$ cat src/vic_pkg.sv
// Constants, types and command codes for the vectored interrupt controller
//
// Overview of operation
// - Register transfers only while chip select low
// - Acknowledge responses ignore chip select
// - Read strobe drives selected information onto bus
// - Write strobe captures bus into addressed location
// - Control select: write command, read status
// - Data select: access location chosen by command
// - Request inputs synchronised, edge polarity programmable
// - Active edge sets and holds pending bit
// - New request needs fresh edge after clear
// - Responder pulls in-progress low until done
// - Others ignore acknowledges while in-progress low
// - One response byte per acknowledge, 1-4
// - First acknowledge selects highest request, asserts in-progress
// - Pause low on first acknowledge until in-progress
// - Later acknowledges never assert pause
// - Chain out low while selecting or answering an acknowledge
// - Master mask holds chain out low
// - Chain in low ignores acknowledges
// - Group interrupt when unmasked request pending
// - Group interrupt polarity programmable, open drain low
// - Acknowledge clears the selected pending bit
// - Masked requests stay pending, no group interrupt
// - Reset clears registers, sets mask, keeps memory
// - Response memory holds four bytes per input
package vic_pkg;
    localparam int NUM_IRQ = 8;
    localparam int RESP_BYTES = 4;
    localparam logic [7:0] MASK_RST = 8'hff;
    localparam logic [7:0] MODE_RST = 8'h00;
    localparam int MODE_GROUP_IRQ_OUT_HIGH = 0;
    localparam int MODE_RISING = 1;
    localparam logic [7:0] CMD_RESET = 8'h00;
    localparam logic [7:0] CMD_MMASK_SET = 8'h01;
    localparam logic [7:0] CMD_MMASK_CLR = 8'h02;
    localparam logic [7:0] CMD_SEL_IRR = 8'h10;
    localparam logic [7:0] CMD_SEL_MASK = 8'h11;
    localparam logic [7:0] CMD_SEL_MODE = 8'h12;
    localparam logic [1:0] CMD_SEL_MEM = 2'h2;
    localparam logic [1:0] CMD_SET_COUNT = 2'h3;

    typedef enum {SEL_IRR, SEL_MASK, SEL_MODE, SEL_MEM} data_sel_t;
    typedef enum {ST_IDLE, ST_SELECT, ST_RESP, ST_PASS} ack_state_t;

    typedef struct packed {
        logic cs_n;
        logic rd_n;
        logic wr_n;
        logic cd;
        logic [7:0] db;
    } bus_pins_t;

    typedef struct packed {
        logic [7:0] irq;
        logic ack_n;
        logic rip_n;
        logic ei;
    } chain_pins_t;

    localparam bus_pins_t BUS_RST = 12'hf00;
    localparam chain_pins_t CHAIN_RST = 11'h007;
endpackage

$ cat src/vectored_interrupt_controller.sv
// Eight-input vectored interrupt controller with daisy-chain support
`timescale 1ns/1ps
module vectored_interrupt_controller import vic_pkg::*; (
    input wire logic i_clk,
    input wire logic i_arst_n,
    input wire logic i_cs_n,
    input wire logic i_rd_n,
    input wire logic i_wr_n,
    input wire logic i_ctl_data_select,
    input wire logic [7:0] i_db,
    input wire logic [NUM_IRQ-1:0] i_irq_inputs,
    input wire logic i_intr_ack_n,
    input wire logic i_response_in_progress_n,
    input wire logic i_chain_enable_in,
    output logic [7:0] o_db,
    output logic o_db_oe,
    output logic o_response_in_progress_n,
    output logic o_response_in_progress_n_oe,
    output logic o_pause_n,
    output logic o_pause_n_oe,
    output logic o_chain_enable_out,
    output logic o_group_irq_out,
    output logic o_group_irq_oe
);
    bus_pins_t bus_s;
    chain_pins_t chn_s;
    bus_pins_t bus_prev_ff;
    logic [NUM_IRQ-1:0] irq_prev_ff;
    logic ack_prev_ff;
    logic rip_prev_ff;

    logic [NUM_IRQ-1:0] pending_request_reg;
    logic [NUM_IRQ-1:0] mask_ff;
    logic [7:0] mode_ff;
    logic [7:0] cmd_ff;
    logic mmask_ff;
    data_sel_t sel_ff;
    logic [4:0] mem_ptr_ff;
    logic [7:0] resp_mem [NUM_IRQ*RESP_BYTES];
    logic [1:0] byte_count [NUM_IRQ];

    ack_state_t state_ff;
    logic [2:0] sel_idx_ff;
    logic [1:0] byte_idx_ff;
    logic rip_drive_ff;
    logic pause_drive_ff;

    logic found;
    logic [2:0] found_idx;
    logic [NUM_IRQ-1:0] active;
    logic [NUM_IRQ-1:0] edge_set;
    logic [NUM_IRQ-1:0] ack_clr;
    logic wr_done;
    logic rd_done;
    logic ack_fall;
    logic ack_rise;
    logic ack_ok;
    logic cmd_wr;
    logic data_wr;
    logic soft_reset;
    logic any_req;
    logic [7:0] status;
    logic [7:0] rd_data;

    vic_sync #(.W(12), .RST(BUS_RST)) u_sync_bus (
        .i_clk(i_clk),
        .i_arst_n(i_arst_n),
        .i_d({i_cs_n, i_rd_n, i_wr_n, i_ctl_data_select, i_db}),
        .o_q(bus_s)
    );

    vic_sync #(.W(11), .RST(CHAIN_RST)) u_sync_chain (
        .i_clk(i_clk),
        .i_arst_n(i_arst_n),
        .i_d({i_irq_inputs, i_intr_ack_n, i_response_in_progress_n,
              i_chain_enable_in}),
        .o_q(chn_s)
    );

    vic_prio u_prio (
        .i_req(pending_request_reg & ~mask_ff),
        .o_found(found),
        .o_idx(found_idx)
    );

    always_ff @(posedge i_clk or negedge i_arst_n) begin
        if (!i_arst_n) begin
            bus_prev_ff <= BUS_RST;
            irq_prev_ff <= CHAIN_RST.irq;
            ack_prev_ff <= 1'b1;
            rip_prev_ff <= 1'b1;
        end else begin
            bus_prev_ff <= bus_s;
            irq_prev_ff <= chn_s.irq;
            ack_prev_ff <= chn_s.ack_n;
            rip_prev_ff <= chn_s.rip_n;
        end
    end

    // Strobes act at their trailing edge so the data has settled
    assign wr_done = !bus_prev_ff.wr_n && bus_s.wr_n && !bus_s.cs_n;
    assign rd_done = !bus_prev_ff.rd_n && bus_s.rd_n && !bus_s.cs_n;
    assign cmd_wr = wr_done && bus_s.cd;
    assign data_wr = wr_done && !bus_s.cd;
    assign soft_reset = cmd_wr && bus_s.db == CMD_RESET;

    // Edge of programmed direction only; a held level never re-arms
    assign active = mode_ff[MODE_RISING] ? chn_s.irq : ~chn_s.irq;
    assign edge_set = active & ~(mode_ff[MODE_RISING] ? irq_prev_ff
                                                      : ~irq_prev_ff);

    assign ack_fall = ack_prev_ff && !chn_s.ack_n;
    assign ack_rise = !ack_prev_ff && chn_s.ack_n;
    // A busy peer or a low chain input locks out acknowledges
    assign ack_ok = ack_fall && chn_s.ei
                    && (state_ff == ST_RESP || chn_s.rip_n);
    // Clear only the input chosen in the select cycle
    assign ack_clr = (state_ff == ST_SELECT && found)
                     ? (8'h01 << found_idx) : 8'h00;
    assign any_req = |(pending_request_reg & ~mask_ff);

    assign status = {any_req, mmask_ff, mode_ff[MODE_RISING],
                     mode_ff[MODE_GROUP_IRQ_OUT_HIGH], found, found_idx};

    always_comb begin
        case (sel_ff)
            SEL_IRR: rd_data = pending_request_reg;
            SEL_MASK: rd_data = mask_ff;
            SEL_MODE: rd_data = mode_ff;
            SEL_MEM: rd_data = resp_mem[mem_ptr_ff];
            default: rd_data = 8'h00;
        endcase
    end

    // Hardware set wins over any clear in the same cycle
    always_ff @(posedge i_clk or negedge i_arst_n) begin
        if (!i_arst_n) begin
            pending_request_reg <= '0;
        end else if (soft_reset) begin
            pending_request_reg <= edge_set;
        end else if (data_wr && sel_ff == SEL_IRR) begin
            pending_request_reg <= bus_s.db | edge_set;
        end else begin
            pending_request_reg <= (pending_request_reg & ~ack_clr)
                                   | edge_set;
        end
    end

    always_ff @(posedge i_clk or negedge i_arst_n) begin
        if (!i_arst_n) begin
            cmd_ff <= 8'h00;
            mask_ff <= MASK_RST;
            mode_ff <= MODE_RST;
            mmask_ff <= 1'b0;
            sel_ff <= SEL_IRR;
            mem_ptr_ff <= 5'h00;
        end else if (soft_reset) begin
            cmd_ff <= 8'h00;
            mask_ff <= MASK_RST;
            mode_ff <= MODE_RST;
            mmask_ff <= 1'b0;
            sel_ff <= SEL_IRR;
            mem_ptr_ff <= 5'h00;
        end else if (cmd_wr) begin
            cmd_ff <= bus_s.db;
            if (bus_s.db == CMD_MMASK_SET) begin
                mmask_ff <= 1'b1;
            end else if (bus_s.db == CMD_MMASK_CLR) begin
                mmask_ff <= 1'b0;
            end else if (bus_s.db == CMD_SEL_IRR) begin
                sel_ff <= SEL_IRR;
            end else if (bus_s.db == CMD_SEL_MASK) begin
                sel_ff <= SEL_MASK;
            end else if (bus_s.db == CMD_SEL_MODE) begin
                sel_ff <= SEL_MODE;
            end else if (bus_s.db[7:6] == CMD_SEL_MEM) begin
                sel_ff <= SEL_MEM;
                mem_ptr_ff <= {bus_s.db[2:0], 2'b00};
            end
        end else if (data_wr) begin
            case (sel_ff)
                SEL_MASK: mask_ff <= bus_s.db;
                SEL_MODE: mode_ff <= bus_s.db;
                SEL_MEM: mem_ptr_ff <= mem_ptr_ff + 5'h01;
                default: ;
            endcase
        end else if (rd_done && !bus_s.cd && sel_ff == SEL_MEM) begin
            mem_ptr_ff <= mem_ptr_ff + 5'h01;
        end
    end

    // No reset here: memory and counts survive reset
    always_ff @(posedge i_clk) begin
        if (data_wr && sel_ff == SEL_MEM) begin
            resp_mem[mem_ptr_ff] <= bus_s.db;
        end
        if (cmd_wr && bus_s.db[7:6] == CMD_SET_COUNT) begin
            byte_count[bus_s.db[2:0]] <= bus_s.db[4:3];
        end
    end

    always_ff @(posedge i_clk or negedge i_arst_n) begin
        if (!i_arst_n) begin
            state_ff <= ST_IDLE;
            sel_idx_ff <= 3'h0;
            byte_idx_ff <= 2'h0;
            rip_drive_ff <= 1'b0;
        end else begin
            case (state_ff)
                ST_IDLE: begin
                    if (ack_ok) begin
                        state_ff <= ST_SELECT;
                    end
                end
                ST_SELECT: begin
                    if (found) begin
                        state_ff <= ST_RESP;
                        sel_idx_ff <= found_idx;
                        byte_idx_ff <= 2'h0;
                        rip_drive_ff <= 1'b1;
                    end else begin
                        state_ff <= ST_PASS;
                    end
                end
                ST_RESP: begin
                    if (ack_ok) begin
                        byte_idx_ff <= byte_idx_ff + 2'h1;
                    end else if (ack_rise
                                 && byte_idx_ff == byte_count[sel_idx_ff]) begin
                        rip_drive_ff <= 1'b0;
                        state_ff <= ST_IDLE;
                    end
                end
                ST_PASS: begin
                    // Wait until a peer finishes or nobody took the cycle
                    if ((ack_rise && chn_s.rip_n)
                        || (!rip_prev_ff && chn_s.rip_n)) begin
                        state_ff <= ST_IDLE;
                    end
                end
                default: state_ff <= ST_IDLE;
            endcase
        end
    end

    // Pause only from an idle acknowledge, released by in-progress low
    always_ff @(posedge i_clk or negedge i_arst_n) begin
        if (!i_arst_n) begin
            pause_drive_ff <= 1'b0;
        end else if (state_ff == ST_IDLE && ack_ok) begin
            pause_drive_ff <= 1'b1;
        end else if (!chn_s.rip_n || chn_s.ack_n) begin
            pause_drive_ff <= 1'b0;
        end
    end

    always_ff @(posedge i_clk or negedge i_arst_n) begin
        if (!i_arst_n) begin
            o_db <= 8'h00;
            o_db_oe <= 1'b0;
        end else if (state_ff == ST_RESP && !chn_s.ack_n) begin
            // Index steps on this same edge, so look one byte ahead
            o_db <= resp_mem[{sel_idx_ff,
                              byte_idx_ff + {1'b0, ack_ok}}];
            o_db_oe <= 1'b1;
        end else if (!bus_s.cs_n && !bus_s.rd_n) begin
            o_db <= bus_s.cd ? status : rd_data;
            o_db_oe <= 1'b1;
        end else begin
            o_db <= 8'h00;
            o_db_oe <= 1'b0;
        end
    end

    always_ff @(posedge i_clk or negedge i_arst_n) begin
        if (!i_arst_n) begin
            o_response_in_progress_n <= 1'b1;
            o_response_in_progress_n_oe <= 1'b0;
            o_pause_n <= 1'b1;
            o_pause_n_oe <= 1'b0;
            o_chain_enable_out <= 1'b0;
            o_group_irq_out <= 1'b1;
            o_group_irq_oe <= 1'b0;
        end else begin
            o_response_in_progress_n <= !rip_drive_ff;
            o_response_in_progress_n_oe <= rip_drive_ff;
            o_pause_n <= !pause_drive_ff;
            o_pause_n_oe <= pause_drive_ff;
            // Low while selecting or answering, or under master mask
            o_chain_enable_out <= chn_s.ei && !mmask_ff
                && !(state_ff == ST_SELECT || state_ff == ST_RESP)
                && !(state_ff == ST_IDLE && ack_ok);
            if (mode_ff[MODE_GROUP_IRQ_OUT_HIGH]) begin
                o_group_irq_out <= any_req;
                o_group_irq_oe <= 1'b1;
            end else begin
                o_group_irq_out <= !any_req;
                o_group_irq_oe <= any_req;
            end
        end
    end
endmodule // vectored_interrupt_controller

$ cat src/vic_sync.sv
// Three-stage input synchroniser with agreement filter
`timescale 1ns/1ps
module vic_sync #(
    parameter int W = 8,
    parameter logic [W-1:0] RST = '0
) (
    input wire logic i_clk,
    input wire logic i_arst_n,
    input wire logic [W-1:0] i_d,
    output logic [W-1:0] o_q
);
    logic [W-1:0] s1_ff;
    logic [W-1:0] s2_ff;
    logic [W-1:0] s3_ff;

    always_ff @(posedge i_clk or negedge i_arst_n) begin
        if (!i_arst_n) begin
            s1_ff <= RST;
            s2_ff <= RST;
            s3_ff <= RST;
        end else begin
            s1_ff <= i_d;
            s2_ff <= s1_ff;
            s3_ff <= s2_ff;
        end
    end

    // Bit changes only once the last two stages agree
    always_ff @(posedge i_clk or negedge i_arst_n) begin
        if (!i_arst_n) begin
            o_q <= RST;
        end else begin
            for (int i = 0; i < W; i++) begin
                if (s2_ff[i] == s3_ff[i]) begin
                    o_q[i] <= s3_ff[i];
                end
            end
        end
    end
endmodule // vic_sync

$ cat src/vic_prio.sv
// Fixed priority selector over pending unmasked requests
`timescale 1ns/1ps
module vic_prio import vic_pkg::*; (
    input wire logic [NUM_IRQ-1:0] i_req,
    output logic o_found,
    output logic [2:0] o_idx
);
    always_comb begin
        o_found = 1'b0;
        o_idx = 3'h0;
        for (int i = NUM_IRQ - 1; i >= 0; i--) begin
            if (i_req[i]) begin
                o_found = 1'b1;
                o_idx = 3'(i);
            end
        end
    end
endmodule // vic_prio

$ cat config.mk
export PLATFORM = sky130hd
export DESIGN_NAME = vectored_interrupt_controller
export DESIGN_NICKNAME = d
export VERILOG_FILES = /design/src/vic_pkg.sv /design/src/vectored_interrupt_controller.sv /design/src/vic_sync.sv /design/src/vic_prio.sv
export SDC_FILE = /design/constraint.sdc
export NUM_CORES = 1
export LEC_CHECK = 0
export ABC_AREA = 1
export BUFFER_PORTS_ARGS = -buffer_cell sky130_fd_sc_hd__buf_4
export CAP_MARGIN = 20
export CORE_MARGIN = 2
export CORE_UTILIZATION = 50
export CTS_CLUSTER_SIZE = 10
export DETAILED_ROUTE_END_ITERATION = 6
export GPL_TIMING_DRIVEN = 0
export PLACE_DENSITY = 0.67
export SYNTH_ARGS = -nofsm -noshare
export SYNTH_HDL_FRONTEND = slang
export SYNTH_SLANG_ARGS = --single-unit
$ cat constraint.sdc
create_clock -name i_clk -period 3.4 [get_ports i_clk]
set_input_delay 0.68 -clock i_clk [delete_from_list [all_inputs] [get_ports i_clk]]
set_output_delay 0.68 -clock i_clk [all_outputs]
set_load 0.05 [all_outputs]
# Yosys cells after proc, flatten, opt, wreduce, memory -nomap -nowiden
# Memory sizes are Yosys's and may differ from the RTL's.
# Cells that the tools add are included.
# totals
register_bits	221
mem_bits_rw	272
elab_cells	274
memories	2
# mem_list
memory	depth	word_bits	read_ports	rd_clocked_by_memory_dff	wr	line	rtl
resp_mem	32	8	2	0	1	vectored_interrupt_controller.sv:39	logic [7:0] resp_mem [NUM_IRQ*RESP_BYTES];
byte_count	8	2	1	0	1	vectored_interrupt_controller.sv:40	logic [1:0] byte_count [NUM_IRQ];
# op_classes
n_addsub	3
n_eq_ne	56
n_shift	1
mux	79
n_bitwise	10
reduce_logical	69
# ops
op	count
32-bit 2-to-1 mux	12
32-bit by 2-bit equality test with 1-bit output (second input constant)	5
32-bit zero test	4
8-bit 2-to-1 mux	16
32-bit one-hot mux with 4 select lines	1
32-bit by 1-bit equality test with 1-bit output (second input constant)	2
32-bit by 3-bit equality test with 1-bit output (second input constant)	2
5-bit 2-to-1 mux	11
8-bit NOT	5
8-bit one-hot mux with 4 select lines	1
1-bit logical AND	26
1-bit 2-to-1 mux	26
8-bit bitwise AND	3
8-bit by 5-bit equality test with 1-bit output (second input constant)	3
3-bit 2-to-1 mux	8
1-bit equality test	23
2-bit != test (second input constant)	8
8-bit OR	2
1-bit zero test	15
3-bit != test (second input constant)	5
4-bit AND reduction	3
2-bit nonzero test	6
3-bit AND reduction	3
8-bit by 1-bit equality test with 1-bit output (second input constant)	1
other kinds (21)	27

# Logic depth before layout (Yosys ltp)
# depth
word_depth	17
depth_mapped	19
mapped_depth_nobuf	18

# Hierarchy
# From an unflattened synthesis, not the netlist that was laid out.
# unflattened
hier_cells	2194
area_unflattened_um2	20123.0
# by_module_without_submodules
module	instances	cells_each	area_each_um2
vectored_interrupt_controller	1	1988	17312.9
vic_sync at u_sync_bus	1	96	1416.4
vic_sync at u_sync_chain	1	88	1295.0
vic_prio	1	22	98.8

# Worst setup path before layout
# No wires, ideal clock.
# synth_timing
path_kind	flip-flop to flip-flop
from	reg state_ff[0]
to	reg o_db[4]
arrival_time_ns	2.569
required_ns	3.283
slack_ns	0.714
path_stages_with_launch	19
path_buffers	2
synth_period_minus_slack_ns	2.686
path_cell_list	dfrtp_1 -> inv_1 -> ha_1 -> inv_1 -> nor2_2 -> inv_1 -> a21oi_1 -> ha_1 -> buf_2 -> buf_2 -> nand2_1 -> a21boi_0 -> nand2_1 -> o211ai_1 -> nand3_1 -> nand2_1 -> nand2_1 -> nand3_1 -> nand2_1
# synth_via
elab_chain_len	6
elab_cells_between_ends	7
classes_between	add/sub: 1; eq/ne: 1; mux: 1; reduce/logical: 3; memory: 1
# synth_lines
element	line	rtl
start: declaration	vectored_interrupt_controller.sv:42	ack_state_t state_ff;
start signal: assignment	vectored_interrupt_controller.sv:204	state_ff <= ST_IDLE;
start signal: assignment	vectored_interrupt_controller.sv:212	state_ff <= ST_SELECT;
start signal: assignment	vectored_interrupt_controller.sv:217	state_ff <= ST_RESP;
32-bit by 3-bit equality test with 1-bit output *	vectored_interrupt_controller.sv:116, vectored_interrupt_controller.sv:261	
1-bit logical OR	vectored_interrupt_controller.sv:116	&& (state_ff == ST_RESP || chn_s.rip_n);
1-bit logical AND	vectored_interrupt_controller.sv:116	
2-bit by 1-bit adder with 2-bit output	vectored_interrupt_controller.sv:264	byte_idx_ff + {1'b0, ack_ok}}];
memory read 32 x 8 bit	-	
8-bit 2-to-1 mux *	vectored_interrupt_controller.sv:261	end else if (state_ff == ST_RESP && !chn_s.ack_n) begin
end signal: assignment	vectored_interrupt_controller.sv:263	o_db <= resp_mem[{sel_idx_ff,
end signal: assignment	vectored_interrupt_controller.sv:267	o_db <= bus_s.cd ? status : rd_data;
end: declaration	vectored_interrupt_controller.sv:15	output logic [7:0] o_db,
# Mark *: on every way between the ends. The rest lies on a longest branch, timed or not.
# A chain may end at the register's enable or synchronous reset.

# Worst setup path in the final report
# layout_timing
from	reg mem_ptr_ff[1]
to	mem resp_mem[1][2], enable pin
# layout_lines
element	line	rtl
start: declaration	vectored_interrupt_controller.sv:38	logic [4:0] mem_ptr_ff;
start signal: assignment	vectored_interrupt_controller.sv:178	mem_ptr_ff <= {bus_s.db[2:0], 2'b00};
start signal: assignment	vectored_interrupt_controller.sv:184	SEL_MEM: mem_ptr_ff <= mem_ptr_ff + 5'h01;
start signal: assignment	vectored_interrupt_controller.sv:188	mem_ptr_ff <= mem_ptr_ff + 5'h01;
end: declaration	vectored_interrupt_controller.sv:39	
# Straight into the memory's write port.

==> flow_metrics.tcl <==
set metrics [dict create \
    outcome "complete, but fails checks" \
    violations "DRC, setup timing" \
    synthSimpleGateAreaFrac 0.168 \
    fin_skew_ns 0.0272 \
    clk_pin_slew_worst_paths_ns 0.06 \
    place_congestion 1.07 \
    grt_pass1_wl_um 110000 \
    max_freq_mhz 273 \
    core_um2 39500 \
    vdd_ir_drop_max_mv 0.503 \
    layout_setup_ws_ns -0.257 \
    fillers 3416 \
    criticalPathCategory "flip-flop to flip-flop" \
    tightest_slew_ns 1.22 \
    drv_slew 0 \
    cts_tree "yes" \
    synth.distinct_cells 40 \
    grt_max_degree 96 \
    maxCapViolations 0 \
    syn_avg_cell_area_um2 9.37 \
    synthMuxAreaShare 0.000566 \
    p_leak_nw 9.30 \
    num_io_pins 41 \
    grt_pass1_vias 16100 \
    rrSetupSlack_ns -0.26 \
    synth_top_area_cell "edfxtp_1" \
    die_y_um 203 \
    nets 2263 \
    port_buffers 40 \
    ys_seq_area_frac 0.616 \
    largest_reg_flops 256 \
    crit_path_start_kind "flip-flop" \
    slowest_stage "nor2_1" \
    critical_path.max_fanout 11 \
    syn_nets 2158 \
    fin_crit_ns 3.66 \
    drive_above_1_share 0.121 \
    post_drt_wl_per_cell_um 27.9 \
    h-tree-depth 2 \
    via_per_inst 6.08 \
    ctsLongestPathBuffers 3 \
    top_register "resp_mem" \
    ctsHoldBuffers 0 \
    rsz0062_at_grt "true" \
    critPathCapture "resp_mem[1][2]$_DFFE_PP_" \
    synth_edf_count 272 \
    seqCellArea_um2 12300 \
    synth_cells 2123 \
    cp-end-kind "flip-flop" \
    max_stage_delay_ns 1.08 \
    synth_top_family_by_area "simple AND/OR/NAND/NOR gates" \
    firstDrtPassIters 7 \
    path_cells "buf_2 > inv_2 > clkbuf_1 > ha_1 > nand2_1 > nor2_1" \
    fp-row-count 73 \
    synthToLayoutAreaGrowth_pct 14.3 \
    cp-startpoint "mem_ptr_ff[1]$_DFFE_PN0P_" \
    synth_async_sr_flop_share 0.372 \
    r2r_cells 6 \
    slew_headroom 0.186 \
    drt_wl_total_um 77600 \
    hp-class "input port to asynchronous set/reset pin" \
    crit_required_ns 3.61 \
    grtUsageTotal 0.380 \
    whs_ns 0.0832 \
    cts_inserted_buffers 50 \
    hold_viol_final 0 \
    drt_first_iter_violations 2878 \
    die_area_um2 41400 \
    timing.rr.end "resp_mem[1][2]$_DFFE_PP_" \
    antenna_found_initial 3 \
    final_min_period_over_clock_period 1.08 \
    start_util 0.504 \
    die_x_um 203 \
    vias 16900 \
    synth_compound_area_frac 0.132 \
    synth_seq_cells 433 \
    synth_top_area_frac 0.411 \
    finalPower_w 0.0196 \
    dp.cells 2698 \
    synthAdderAreaFrac 0.0179 \
    yosysMostFrequentCell "nand2_1" \
    antenna_left 0 \
    multi_input_area_um2 6500 \
    grt_remaining_overflow 0 \
    clk_latency_ns 0.62 \
    finalSetupViolCount 42 \
    synth-main-ff-cell "edfxtp_1" \
    hpwl_um 54600 \
    power_density_nw_per_um2 861 \
    synth_common_cells "nand2_1, edfxtp_1, o21ai_0" \
    synth_area_leaders "edfxtp_1, dfrtp_1, nand2_1" \
    clock-sinks 433 \
    rr_startpoint "mem_ptr_ff[1]$_DFFE_PN0P_" \
    synth-xor-area-share 0.00132 \
    cts_root_buffer "clkbuf_16" \
    syn_area_um2 19900 \
    drc_errors 5 \
    yosys_warnings 0 \
    fin_cells 2785 \
    arrival_ns 3.87 \
]
==> layer usage <==
layer,part of all wire,up-vias,wire (um),GRT usage
met2,0.42,1309,32400,0.542
met1,0.39,8059,30000,0.539
met3,0.14,260,10700,0.0930
met5,0,-,0,0.00714
met4,0.057,0,4450,0.197
li1,-,7313,-,-
==> worst min-delay path by stage <==
stage | start | end | slack [ns]
after global placement | u_sync_bus.s1_ff[4]$_DFF_PN0_ | u_sync_bus.s2_ff[4]$_DFF_PN0_ | 0.33
after detailed placement | u_sync_chain.s1_ff[3]$_DFF_PN0_ | u_sync_chain.s2_ff[3]$_DFF_PN0_ | 0.33
after floorplan | u_sync_bus.s1_ff[0]$_DFF_PN0_ | u_sync_bus.s2_ff[0]$_DFF_PN0_ | 0.33
final | i_arst_n | o_chain_enable_out$_DFF_PN0_ | 0.08
after CTS | i_arst_n | pending_request_reg[4]$_DFF_PN0_ | 0.09
after global routing | i_arst_n | state_ff[1]$_DFFE_PN0P_ | 0.13
==> stage by stage <==
| stage | util | setup slack, ns | setup TNS (ns) | cell area, um2 |
|---|---|---|---|---|
| CTS | 0.573 | -0.0247 | -0.247 | 22600 |
| global route | 0.576 | -0.182 | -4.32 | 22700 |
| detailed placement | 0.534 | -1.34 | -9.45 | 21100 |
| floorplan | - | 0.714 | 0 | 19900 |
| global placement | 0.528 | -1.31 | -9.10 | 20800 |
| finish | 0.576 | -0.257 | -5.38 | 22700 |
==> cell families (layout without fill, tap and decap cells) <==
family          count (synthesis)  after routing
buf+inv                       317            453
simple gates                  848            848
fa+ha+maj                      33             33
other cells                     0              1
compound gates                488            488
flops                         433            433
xor+xnor                        3              3
mux                             1              1
==> where the power goes <==
part | total (W) | switching [W] | internal, W
sequential | 0.00640 | 0.000325 | 0.00607
combinational | 0.00833 | 0.00628 | 0.00205
clock | 0.00484 | 0.00211 | 0.00273
==> timing repair <==
action,in CTS,in global routing
setup buffers,1,1
endpoints found under the setup margin,38,143
pin swaps,2,5
gates resized for setup,58,40
hold endpoints to repair,0,0
==> area by class of cell <==
| type | instances | area share |
|---|---|---|
| antenna | 1 | 0.000110 |
| buffer | 104 | 0.0247 |
| clock buffer | 77 | 0.0595 |
| clock inverter | 6 | 0.00308 |
| inverter | 213 | 0.0352 |
| multi-input combinational | 1373 | 0.286 |
| sequential | 433 | 0.539 |
| tap | 525 | 0.0289 |
| timing repair buffer | 53 | 0.0232 |
==> cells in the final DEF (no fill, tap or decap), types with 52 or more instances in the layout <==
master    count
a21oi_1     113
nor2_1      217
nand3_1      73
buf_4        54
dfrtp_1     113
inv_1       204
edfxtp_1    272
o21ai_1      60
nand2_1     513
o21ai_0     238
clkbuf_1     52
==> worst max-delay path: cells and delay by family (launching register included) <==
family | cells | cell delay [ns]
buffers and inverters | 3 | 1.10
AND/OR/NAND/NOR | 2 | 1.47
flip-flops | 1 | 0.40
adder cells (fa/ha/maj) | 1 | 0.28
No activity file was read; power rests on OpenSTA's default activity.
